**config.mk**
```make
export PLATFORM = sky130hd
export DESIGN_NAME = smb_engine
export DESIGN_NICKNAME = d
export VERILOG_FILES = /design/src/logic/smb_pkg.sv /design/src/logic/smb_engine.sv
export SDC_FILE = /design/constraint.sdc
export NUM_CORES = 1
export LEC_CHECK = 0
export ABC_AREA = 0
export BUFFER_PORTS_ARGS = -buffer_cell sky130_fd_sc_hd__buf_2
export CORE_MARGIN = 2
export CORE_UTILIZATION = 61
export DETAILED_ROUTE_END_ITERATION = 8
export PLACE_DENSITY = 0.81
export SETUP_SLACK_MARGIN = 0.5
export SYNTH_ARGS = -nofsm -noshare
export SYNTH_HDL_FRONTEND = slang
export SYNTH_SLANG_ARGS = --single-unit
```
**constraint.sdc**
```tcl
create_clock -name core_clk_i -period 2.9 [get_ports core_clk_i]
set_clock_uncertainty 0.15 [all_clocks]
set_input_delay 0.58 -clock core_clk_i [delete_from_list [all_inputs] [get_ports core_clk_i]]
set_output_delay 0.58 -clock core_clk_i [all_outputs]
set_load 0.02 [all_outputs]
```
**src/logic/smb_pkg.sv**
```systemverilog
/*
 * Shared constants and types of the SMBus byte transfer engine.
 * Assumes a 100 MHz core clock and software on a plain register port.
 */
package smb_pkg;

    // ------------------------------------------------------------
    // Timing
    // ------------------------------------------------------------
    localparam int CLK_PERIOD_NS = 10;
    localparam int SCL_HALF_NS = 5000;
    localparam int SCL_HALF_CYC =
        (SCL_HALF_NS + CLK_PERIOD_NS - 1) / CLK_PERIOD_NS;
    localparam logic [9:0] SCL_HALF_CNT = 10'(SCL_HALF_CYC - 1);

    // ------------------------------------------------------------
    // Register map and reset values
    // ------------------------------------------------------------
    localparam logic [1:0] CTRL_OFS = 2'h0;
    localparam logic [1:0] DATA_OFS = 2'h1;
    localparam logic [1:0] CFG_OFS = 2'h2;
    localparam int CFG_EN_BIT = 0;
    localparam int CFG_INH_BIT = 1;
    localparam logic [7:0] REG_RST = 8'h00;

    // ------------------------------------------------------------
    // Byte framing
    // ------------------------------------------------------------
    localparam logic [3:0] LAST_BIT = 4'h7;
    localparam logic [3:0] ACK_BIT = 4'h8;

    // ------------------------------------------------------------
    // Types
    // ------------------------------------------------------------
    typedef enum logic [2:0] {
        st_idle, st_start, st_bits, st_hold, st_stop
    } smb_fsm_type;

    // Layout of the control and status register, bit 7 down to bit 0
    typedef struct packed {
        logic master;
        logic transmit_direction_flag;
        logic start_request_flag;
        logic stop_request_flag;
        logic ack_value_needed_flag;
        logic arbitration_lost_flag;
        logic ack;
        logic si;
    } smb_flags_type;

    typedef struct packed {
        logic [1:0] addr;
        logic [7:0] wdata;
        logic wr;
        logic rd;
    } smb_req_type;

    typedef struct packed {
        smb_fsm_type st;
        logic [1:0] ph;
        logic [9:0] cnt;
        logic [3:0] bcnt;
        smb_flags_type flags;
        logic [7:0] data;
        logic en;
        logic slave_event_inhibit;
        logic written;
        logic busy;
        logic addressed;
        logic addr_byte;
        logic suppress;
        logic scl_oe;
        logic sda_oe;
        logic [2:0] scl_s;
        logic [2:0] sda_s;
        logic scl_f;
        logic sda_f;
        logic [7:0] rdata;
        logic irq;
    } smb_reg_type;

endpackage

```
**src/logic/smb_engine.sv**
```systemverilog
/*
 * SMBus byte transfer engine: master and slave, transmit and receive.
 * Assumes open-drain SCL/SDA resolved outside from the enables, and a
 * register port whose strobes are one cycle long and never both high.
 */
// What this block does
// - Master flag: set on START, cleared STOP/arbitration
// - Direction set by START/early write, cleared otherwise
// - Start flag set on received START plus address
// - Stop flag: slave STOP or STOP arbitration loss
// - Ack-needed after received byte, cleared after ack
// - Arbitration lost: stray START or STOP, SCL low, SDA low
// - Transmitter stores received acknowledge level
// - Byte event flag set on each frame event
// - Data leaves MSB first, arrives MSB first
// - Bus level shifts in while shifting out
// - Lost master transmitter becomes slave receiver
// - Receiver interrupt before ack, transmitter after
// - Master transmit: START, address write, bytes, STOP
// - No data write after transmit: become receiver
// - Master receive: read address, ack-needed per byte
// - Acknowledge bit one sends ACK, zero NACK
// - Data write switches receiver to transmitter
// - Uninhibited slave address raises event and ack-needed
// - NACKed slave address silences slave until START
// - Slave receiver turns transmitter on data write
// - Slave transmitter reverts without write, STOP ends
`timescale 1ns/1ps

module smb_engine (
    input wire logic core_clk_i,
    input wire logic rst_i,
    input smb_pkg::smb_req_type req_i,
    output logic [7:0] rdata_o,
    output logic byte_event_o,
    input wire logic scl_i,
    output logic scl_o,
    output logic scl_oe_o,
    input wire logic sda_i,
    output logic sda_o,
    output logic sda_oe_o
);

    // ------------------------------------------------------------
    // Bus sampling
    // ------------------------------------------------------------
    smb_pkg::smb_reg_type q;
    smb_pkg::smb_reg_type d;
    smb_pkg::smb_flags_type wflags;
    logic scl_ok;
    logic sda_ok;
    logic scl_rise;
    logic scl_fall;
    logic start_ev;
    logic stop_ev;
    logic tick;
    logic own;
    logic lose;
    logic next_byte;
    logic quiet;

    assign wflags = smb_pkg::smb_flags_type'(req_i.wdata);
    // A level counts once the second and third stages agree
    assign scl_ok = (q.scl_s[1] == q.scl_s[2]);
    assign sda_ok = (q.sda_s[1] == q.sda_s[2]);
    assign scl_rise = scl_ok && q.scl_s[2] && !q.scl_f;
    assign scl_fall = scl_ok && !q.scl_s[2] && q.scl_f;
    assign start_ev = sda_ok && !q.sda_s[2] && q.sda_f && q.scl_f;
    assign stop_ev = sda_ok && q.sda_s[2] && !q.sda_f && q.scl_f;
    assign tick = (q.cnt == smb_pkg::SCL_HALF_CNT);
    // Our own START and STOP must not be seen as someone else's
    assign own = (q.st == smb_pkg::st_start) || (q.st == smb_pkg::st_stop);
    assign quiet = q.en && !start_ev && !stop_ev && !req_i.wr;

    // ------------------------------------------------------------
    // Next state
    // ------------------------------------------------------------
    always_comb begin
        d = q;
        lose = 1'b0;
        next_byte = 1'b0;
        d.scl_s = {q.scl_s[1:0], scl_i};
        d.sda_s = {q.sda_s[1:0], sda_i};
        if (scl_ok) begin
            d.scl_f = q.scl_s[2];
        end
        if (sda_ok) begin
            d.sda_f = q.sda_s[2];
        end
        d.cnt = tick ? 10'h000 : q.cnt + 10'h001;
        d.rdata = smb_pkg::REG_RST;

        if (req_i.rd) begin
            if (req_i.addr == smb_pkg::CTRL_OFS) begin
                d.rdata = q.flags;
            end else if (req_i.addr == smb_pkg::DATA_OFS) begin
                d.rdata = q.data;
            end else if (req_i.addr == smb_pkg::CFG_OFS) begin
                d.rdata = {6'h00, q.slave_event_inhibit, q.en};
            end
        end
        if (req_i.wr) begin
            if (req_i.addr == smb_pkg::CTRL_OFS) begin
                d.flags.start_request_flag = wflags.start_request_flag;
                d.flags.stop_request_flag = wflags.stop_request_flag;
                d.flags.ack = wflags.ack;
                d.flags.si = wflags.si;
                if (!wflags.si) begin
                    d.flags.arbitration_lost_flag = 1'b0;
                end
            end else if (req_i.addr == smb_pkg::DATA_OFS) begin
                d.data = req_i.wdata;
                d.written = 1'b1;
                if (q.st == smb_pkg::st_idle) begin
                    d.flags.transmit_direction_flag = 1'b1;
                end
            end else if (req_i.addr == smb_pkg::CFG_OFS) begin
                d.en = req_i.wdata[smb_pkg::CFG_EN_BIT];
                d.slave_event_inhibit = req_i.wdata[smb_pkg::CFG_INH_BIT];
            end
        end

        // Hardware events come after software so that a set wins
        if (!q.en) begin
            d.st = smb_pkg::st_idle;
            d.scl_oe = 1'b0;
            d.sda_oe = 1'b0;
            d.busy = 1'b0;
        end else if (!own && start_ev) begin
            if (q.flags.master && !q.flags.start_request_flag) begin
                lose = 1'b1;
            end
            d.busy = 1'b1;
            d.flags.transmit_direction_flag = 1'b0;
            d.written = 1'b0;
            d.suppress = 1'b0;
            d.addressed = 1'b0;
            d.addr_byte = 1'b1;
            d.bcnt = 4'h0;
            d.st = smb_pkg::st_bits;
            d.scl_oe = 1'b0;
            d.sda_oe = 1'b0;
        end else if (!own && stop_ev) begin
            d.busy = 1'b0;
            if (q.flags.master) begin
                lose = 1'b1;
                d.flags.stop_request_flag = 1'b1;
            end else if (q.addressed) begin
                d.flags.stop_request_flag = 1'b1;
                d.flags.si = 1'b1;
            end
            d.addressed = 1'b0;
            d.st = smb_pkg::st_idle;
            d.scl_oe = 1'b0;
            d.sda_oe = 1'b0;
        end else begin
            case (q.st)
                smb_pkg::st_idle: begin
                    if (q.flags.start_request_flag && !q.busy) begin
                        d.st = smb_pkg::st_start;
                        d.ph = 2'h0;
                        d.cnt = 10'h000;
                    end
                end
                smb_pkg::st_start: begin
                    if (tick) begin
                        if (q.ph == 2'h0) begin
                            d.scl_oe = 1'b0;
                            d.ph = 2'h1;
                        end else if (q.ph == 2'h1) begin
                            // Wait here while someone stretches SCL
                            if (q.scl_f) begin
                                d.sda_oe = 1'b1;
                                d.ph = 2'h2;
                            end else begin
                                d.cnt = q.cnt;
                            end
                        end else if (!q.scl_f) begin
                            lose = 1'b1;
                            d.st = smb_pkg::st_idle;
                        end else begin
                            d.scl_oe = 1'b1;
                            d.flags.master = 1'b1;
                            d.flags.transmit_direction_flag = 1'b1;
                            d.flags.si = 1'b1;
                            d.busy = 1'b1;
                            d.bcnt = 4'h0;
                            d.addr_byte = 1'b1;
                            d.st = smb_pkg::st_hold;
                        end
                    end
                end
                smb_pkg::st_stop: begin
                    if (tick) begin
                        if (q.ph == 2'h0) begin
                            d.scl_oe = 1'b0;
                            d.ph = 2'h1;
                        end else if (q.ph == 2'h1) begin
                            if (q.scl_f) begin
                                d.sda_oe = 1'b0;
                                d.ph = 2'h2;
                            end else begin
                                d.cnt = q.cnt;
                            end
                        end else if (!q.scl_f) begin
                            lose = 1'b1;
                            d.st = smb_pkg::st_idle;
                        end else begin
                            d.flags.master = 1'b0;
                            d.flags.stop_request_flag = 1'b0;
                            d.busy = 1'b0;
                            d.ph = 2'h0;
                            d.st = q.flags.start_request_flag ? smb_pkg::st_start
                                               : smb_pkg::st_idle;
                        end
                    end
                end
                smb_pkg::st_hold: begin
                    // SCL is stretched until software clears the event
                    d.scl_oe = 1'b1;
                    d.cnt = 10'h000;
                    if (!q.flags.si) begin
                        if (q.bcnt == smb_pkg::ACK_BIT) begin
                            if (q.addr_byte && !q.flags.master
                                && !q.flags.ack) begin
                                d.suppress = 1'b1;
                                d.st = smb_pkg::st_idle;
                                d.scl_oe = 1'b0;
                                d.sda_oe = 1'b0;
                            end else begin
                                d.sda_oe = q.flags.ack;
                                d.st = smb_pkg::st_bits;
                            end
                        end else if (q.flags.master && q.flags.stop_request_flag) begin
                            d.st = smb_pkg::st_stop;
                            d.ph = 2'h0;
                            d.sda_oe = 1'b1;
                        end else if (q.flags.master && q.flags.start_request_flag) begin
                            d.st = smb_pkg::st_start;
                            d.ph = 2'h0;
                            d.sda_oe = 1'b0;
                        end else begin
                            next_byte = 1'b1;
                        end
                    end
                end
                smb_pkg::st_bits: begin
                    if (q.flags.master) begin
                        if (q.scl_oe) begin
                            if (tick) begin
                                d.scl_oe = 1'b0;
                            end
                        end else if (!q.scl_f) begin
                            d.cnt = 10'h000;
                        end else if (tick) begin
                            d.scl_oe = 1'b1;
                        end
                    end else begin
                        d.scl_oe = 1'b0;
                    end
                    if (scl_rise) begin
                        if (q.bcnt < smb_pkg::ACK_BIT) begin
                            d.data = {q.data[6:0], q.sda_f};
                            if (q.flags.transmit_direction_flag && !q.sda_oe
                                && !q.sda_f) begin
                                // Keep shifting as a receiver
                                lose = 1'b1;
                            end
                        end else if (q.flags.transmit_direction_flag) begin
                            d.flags.ack = !q.sda_f;
                            d.flags.si = 1'b1;
                        end
                    end
                    if (scl_fall) begin
                        if (q.bcnt < smb_pkg::LAST_BIT) begin
                            d.bcnt = q.bcnt + 4'h1;
                            d.sda_oe = q.flags.transmit_direction_flag && !q.data[7];
                        end else if (q.bcnt == smb_pkg::LAST_BIT) begin
                            d.bcnt = smb_pkg::ACK_BIT;
                            d.sda_oe = 1'b0;
                            if (q.flags.transmit_direction_flag) begin
                                d.sda_oe = 1'b0;
                            end else if (q.addr_byte && !q.flags.master
                                && (q.slave_event_inhibit || q.suppress)) begin
                                d.st = smb_pkg::st_idle;
                            end else begin
                                d.flags.si = 1'b1;
                                d.flags.ack_value_needed_flag = 1'b1;
                                d.scl_oe = 1'b1;
                                d.st = smb_pkg::st_hold;
                                if (q.addr_byte && !q.flags.master) begin
                                    d.flags.start_request_flag = 1'b1;
                                    d.addressed = 1'b1;
                                end
                            end
                        end else begin
                            d.flags.ack_value_needed_flag = 1'b0;
                            // Clear the count so the hold never re-drives ack
                            d.bcnt = 4'h0;
                            d.sda_oe = 1'b0;
                            d.addr_byte = 1'b0;
                            d.scl_oe = 1'b1;
                            d.cnt = 10'h000;
                            if (q.flags.transmit_direction_flag) begin
                                d.st = smb_pkg::st_hold;
                            end else if (q.flags.master && q.flags.stop_request_flag) begin
                                d.st = smb_pkg::st_stop;
                                d.ph = 2'h0;
                                d.sda_oe = 1'b1;
                            end else if (q.flags.master && q.flags.start_request_flag) begin
                                d.st = smb_pkg::st_start;
                                d.ph = 2'h0;
                            end else begin
                                next_byte = 1'b1;
                            end
                        end
                    end
                end
                default: begin
                    d.st = smb_pkg::st_idle;
                end
            endcase
        end

        // Direction of the coming byte follows whether data was loaded
        if (next_byte) begin
            d.st = smb_pkg::st_bits;
            d.bcnt = 4'h0;
            d.flags.transmit_direction_flag = q.written;
            d.written = 1'b0;
            d.sda_oe = q.written && !q.data[7];
            d.cnt = 10'h000;
        end
        if (lose) begin
            d.flags.arbitration_lost_flag = 1'b1;
            d.flags.master = 1'b0;
            d.flags.transmit_direction_flag = 1'b0;
            d.flags.si = 1'b1;
            d.sda_oe = 1'b0;
            d.scl_oe = 1'b0;
        end
        d.irq = d.flags.si;
    end

    // Reset leaves everything cleared, engine idle and pins released
    always_ff @(posedge core_clk_i or posedge rst_i) begin
        if (rst_i) begin
            q <= '0;
        end else begin
            q <= d;
        end
    end

    assign rdata_o = q.rdata;
    assign byte_event_o = q.irq;
    assign scl_oe_o = q.scl_oe;
    assign sda_oe_o = q.sda_oe;
    assign scl_o = 1'b0;
    assign sda_o = 1'b0;
endmodule // smb_engine

```
# --- After elaboration in Yosys (flattened, before gate mapping) ---
# Index checks and enable logic that the tools add are counted.
word_totals:
  reg_bits: 60
  latch_bits: 0
  ramBits: 0
  rom_bits: 0
  input_bits: 16
  output_inout_bits: 13
  word_cells: 406
  memories: 0
op_classes:
  n_addsub: 2
  multipliers: 0
  div_mod_pow: 0
  order_cmp: 2
  eq_ne: 92
  shifts: 0
  n_mux: 210
  n_bitwise: 5
  n_reduce_logical: 68
ops:
  columns: ["op", "count"]
  rows:
  - ["$mux W1", 114]
  - ["$mux W10", 11]
  - ["$mux W2", 30]
  - ["$pmux W12 S5", 1]
  - ["$mux W8", 7]
  - ["$mux W3", 16]
  - ["$ne A3 B3 Y1 const B", 16]
  - ["$mux W15", 3]
  - ["$ne A6 B6 Y1 const B", 7]
  - ["$ne A7 B7 Y1 const B", 6]
  - ["$mux W19", 2]
  - ["$mux W14", 2]
  - ["$ne A7 B5 Y1 const B", 4]
  - ["$ne A2 B2 Y1 const B", 13]
  - ["$mux W12", 2]
  - ["$ne A6 B4 Y1 const B", 4]
  - ["$reduce_and A12 Y1", 2]
  - ["$reduce_and A8 Y1", 3]
  - ["$logic_and A1 B1 Y1", 23]
  - ["$mux W21", 1]
  - ["$ne A7 B4 Y1 const B", 3]
  - ["$ne A5 B3 Y1 const B", 4]
  - ["$ne A5 B5 Y1 const B", 4]
  - ["$mux W6", 3]
  - ["other kinds (50)", 98]

# --- Longest topological paths before layout ---
logic_depth:
  ltp_word: 18
  ltp_mapped: 9
  depth_no_buf: 8

# --- Worst setup path before layout ---
# No wires, ideal clock.
synth_timing:
  path_type: "reg-to-reg"
  from: "register q[46] (netlist name)"
  to: "register q, in the netlist scl_oe_o"
  setup_ps: 79
  arrival_time_ps: 2145
  required_ps: 2671
  path_slack_ps: 526
  stages_incl_launch_ff: 8
  path_buffers: 0
  synth_period_minus_slack_ps: 2374
  path_cell_list: "dfrtp_1 -> ha_1 -> and4_1 -> nand3_2 -> a2111oi_0 -> o31ai_1 -> or4b_1 -> a21oi_1"
synth_via:
  elab_chain_len: 16
  elab_cells_between_ends: 29
  classes_between: "eq/ne (7); mux (21); reduce/logical (1)"
synth_rtl:
  columns: ["element", "line", "rtl"]
  rows:
  - ["start: declaration", "smb_engine.sv:47", "smb_pkg::smb_reg_type q;"]
  - ["start signal: assignment", "smb_engine.sv:348", "q <= '0;"]
  - ["start signal: assignment", "smb_engine.sv:350", "q <= d;"]
  - ["$eq A10 B9 Y1 (*)", "smb_engine.sv:70", "assign tick = (q.cnt == smb_pkg::SCL_HALF_CNT);"]
  - ["$mux W1", "smb_engine.sv:255", "end else if (tick) begin"]
  - ["$mux W1", "smb_engine.sv:253", "end else if (!q.scl_f) begin"]
  - ["$mux W1", "smb_engine.sv:249", "if (q.scl_oe) begin"]
  - ["$mux W1", "smb_engine.sv:248", "if (q.flags.master) begin"]
  - ["$mux W1", "smb_engine.sv:124", "if (!q.en) begin"]
  - ["$mux W1", "smb_engine.sv:283", "end else if (q.addr_byte && !q.flags.master"]
  - ["$mux W1", "smb_engine.sv:281", "if (q.flags.transmit_direction_flag) begin"]
  - ["$mux W2", "smb_engine.sv:278", "end else if (q.bcnt == smb_pkg::LAST_BIT) begin"]
  - ["$mux W1", "smb_engine.sv:275", "if (q.bcnt < smb_pkg::LAST_BIT) begin"]
  - ["$mux W2", "smb_engine.sv:274", "if (scl_fall) begin"]
  - ["$pmux W2 S4", "smb_engine.sv:157", "case (q.st)"]
  - ["$mux W2", "smb_engine.sv:143", "end else if (!own && stop_ev) begin"]
  - ["$mux W6", "smb_engine.sv:129", "end else if (!own && start_ev) begin"]
  - ["$mux W2", "smb_engine.sv:124", null]
  - ["$mux W2", "smb_engine.sv:334", "if (lose) begin"]
# Mark *: on every way between the ends. The rest lies on a longest branch, timed or not. The select of a mux whose other input is x is not followed.
# A chain may end at the register's enable or synchronous reset.

# --- Worst setup path after layout ---
layout_timing:
  from: "register q[60] (netlist name)"
  to: "register q[59] (netlist name)"
layout_via:
  elab_chain_len: 9
  elab_cells_between_ends: 30
  classes_between: "eq/ne (15); mux (9); reduce/logical (6)"
layout_rtl:
  columns: ["element", "line", "rtl"]
  rows:
  - ["$eq A3 B1 Y1 or $eq A3 B3 Y1 (tied branches)", "smb_engine.sv:72, smb_engine.sv:157", null]
  - ["$logic_or A1 B1 Y1", "smb_engine.sv:72", "assign own = (q.st == smb_pkg::st_start) || (q.st == smb_pkg::st_stop);"]
  - ["$logic_not A1 Y1", "smb_engine.sv:129, smb_engine.sv:143", null]
  - ["$logic_and A1 B1 Y1", "smb_engine.sv:143", null]
  - ["$mux W1", "smb_engine.sv:143", null]
  - ["$mux W1", "smb_engine.sv:129", null]
  - ["$mux W1", "smb_engine.sv:124", null]
  - ["$ne A7 B7 Y1 (no line), or another cell as far along", null, null]
  - ["$reduce_and A11 Y1 (no line)", null, null]
# Several ways; a longest one is shown, not always the timed one.

==> impl_metrics.toml <==
[outcome]
status = "completed"

[synthesis]
synth_largest_area_cell = "dfrtp_1"
yosysSeqAreaShare_pct = 39.3
synth_cells = 438
synth_area_leaders = "dfrtp_1, mux2i_1, o21ai_0, nor2_1, nand2_1"
synthArstFlopShare_pct = 100
netlist-cell-type-count = 72
syn_area_sq_um = 3820
syn_avg_cell_area_sq_um = 8.72
synth_warnings = 0
yosys_register_bits = 60
synth_edf_count = 0
yosysTopAreaCellShare_pct = 39.3
synthFlopType = "dfrtp_1"

[final_layout]
nets = 497
final_area_sq_um = 4460
fillers = 439
drive_gt1_share_pct = 23.2
antenna_cells = 0
regArea_sq_um = 1500
fin_util_pct = 74.5
multi_input_area_sq_um = 2230
final_cell_mix = "dfrtp_1, nor2_1, o21ai_0, nand2_1, buf_4"
syn2layout_area_growth_pct = 16.8
layout_commonest_cell = "dfrtp_1"
fin_cells = 554

[critical_path]
path_cells = "or3b_4 > o32a_1 > o31ai_4 > a31oi_2 > mux2_1"
end_kind = "flop"
crit_fanout = 4
crit_buf_inv = 0
slowest_delay_ps = 440
cp.arrival_ps = 2460
rrSetupSlack_ps = 530
slowest_stage = "or3b_4"
path_delay_family = "compound AO/OA/AOI/OAI gates"
worstSetupPathType = "flop to flop"
reg2reg_depth = 5
critPathRequiredTime_ps = 2990
worstReg2RegEnd = "q[59]$_DFFE_PP0P_"
r2r-start = "q[60]$_DFFE_PP0P_"
critPathLaunchType = "flop"

[power]
power_density_nw_per_um2 = 574
p_leak_nw = 1.91
ir_worst_vdd_uv = 533
power_mw = 2.56

[cts]
h-tree-depth = 3
ctsHoldBuffers = 0
clk_pin_slew_ps = 80
clock_sinks = 60
cts_buffers = 9
cts_tree = "yes"
clk_latency_ps = 360
root_buffer = "clkbuf_8"
cts_buffer_depth = 2

[die]
dieArea_sq_um = 6910
pin_count = 29
start_util_pct = 63.7
die_height_um = 83.1
core-area_sq_um = 5990
die_x_um = 83.1
rows = 28

[detailed_routing]
avgRoutedWirePerCell_um = 20.0
viasPerCell = 6.58
antenna_left = 0
vias = 3645
drc = 0
first_pass_iters = 6
first_iter_violations = 552
wirelength_mm = 11.1

[grt]
grt_overflow = 0
track_usage_pct = 32.4
first_global_vias = 3464
grt_pass1_wl_mm = 17.8
antenna_found_initial = 0
grt_max_degree = 61

[run]
drv_cap = 0

[place]
numPortBuffers = 26
dp_hpwl_mm = 7.91
dpl.cell_count = 529
gp_congestion = 1.06
place_area_sq_um = 4050

[sta]
setup_violations = 0
slew_headroom_pct = 67.2
drv_slew = 0
rsz0062_at_grt = "true"
min_period_ps = 2370
worst_pin_slew_ps = 486
final.period_utilization_pct = 81.6
final.setup.tns_ps = 0
hold_viol = 0
max_clock_freq_mhz = 423

[hold_path]
hold_path.class = "input port to asynchronous set/reset pin"
-- metrics by stage --
step	worst slack, ps	hold slack, ps
5_1_grt	466	162
4_1_cts	491	138
3_3_place_gp	301	194
2_1_floorplan	526	181
3_5_place_dp	288	188
6_report	534	122
-- where the power goes --
part / switching, mW / internal [mW]
clock network: 0.381 / 0.313
logic: 0.455 / 0.333
registers: 0.131 / 0.947
total: 0.966 / 1.59
-- cells by family (layout without fill, tap and decap cells) --
logic type / count (synthesis) / in the layout / share of synthesized area [%]
AND/OR/NAND/NOR: 158 / 158 / 21.9
AO/OA/AOI/OAI: 120 / 120 / 20.5
flip-flops: 60 / 60 / 39.3
buffers and inverters: 56 / 96 / 6.59
multiplexers: 27 / 27 / 7.24
XOR/XNOR: 9 / 9 / 2.06
adder cells (fa/ha/maj): 7 / 7 / 2.29
other: 1 / 2 / 0.0982
-- per-layer routing --
layer	part of all wire (%)	wire length [um]	vias up	GRT usage (%)
li1	-	-	1665	-
met1	42	4680	1712	43.4
met2	45	5030	218	49.6
met3	8.7	969	50	7.85
met4	3.6	404	0	15.2
met5	0	0	-	0
-- repair_timing --
action	4_1_cts	5_1_grt
buffers inserted	3	6
gates resized for setup	8	35
endpoints found under the setup margin	11	25
pin swaps	1	5
endpoints found under the hold margin	0	0
-- registers in the layout, summed over array words and instances (netlist names) --
name	count
q	45
rdata_o	8
d	4
byte_event_o	1
scl_oe_o	1
sda_oe_o	1
-- how the worst max path moves through the flow --
| stage | end | start | depth (start not counted) |
|---|---|---|---|
| floorplan | scl_oe_o$_DFFE_PP0P_ | q[46]$_DFF_PP0_ | 7 |
| global placement | q[59]$_DFFE_PP0P_ | q[58]$_DFFE_PP0P_ | 5 |
| detailed placement | scl_oe_o$_DFFE_PP0P_ | q[46]$_DFF_PP0_ | 7 |
| CTS | scl_oe_o$_DFFE_PP0P_ | q[49]$_DFF_PP0_ | 6 |
| global route | sda_oe_o$_DFFE_PP0P_ | q[59]$_DFFE_PP0P_ | 7 |
| finish | q[59]$_DFFE_PP0P_ | q[60]$_DFFE_PP0P_ | 5 |
-- worst min-delay path, cell delays in order --
cell    delay (ps)
buf_2          100
inv_2           60
buf_12         290
-- cells in the mapped netlist, types with 4 or more instances --
library cell	count
a21oi_1	26
a31oi_1	5
or4_1	4
and2_1	9
nand4_1	5
o21ai_0	37
nor3b_1	4
mux2i_1	22
nor3_1	8
nand2b_1	6
mux2_2	4
nor2b_1	5
o32ai_1	4
nand2_1	35
xor2_1	4
nor2_1	39
xnor2_1	5
o31ai_1	4
ha_1	7
clkbuf_1	16
buf_4	10
dfrtp_1	60
inv_1	24
nand3_1	17
and3_1	4
-- final cells by class --
type	instances	area share (%)
Inverter	24	2.02
Tap cell	75	2.10
Clock inverter	7	1.15
Timing Repair Buffer	56	8.25
Sequential cell	60	33.7
Clock buffer	9	2.78
Multi-Input combinational cell	323	50.0
No activity file was read; power rests on OpenSTA's default activity.
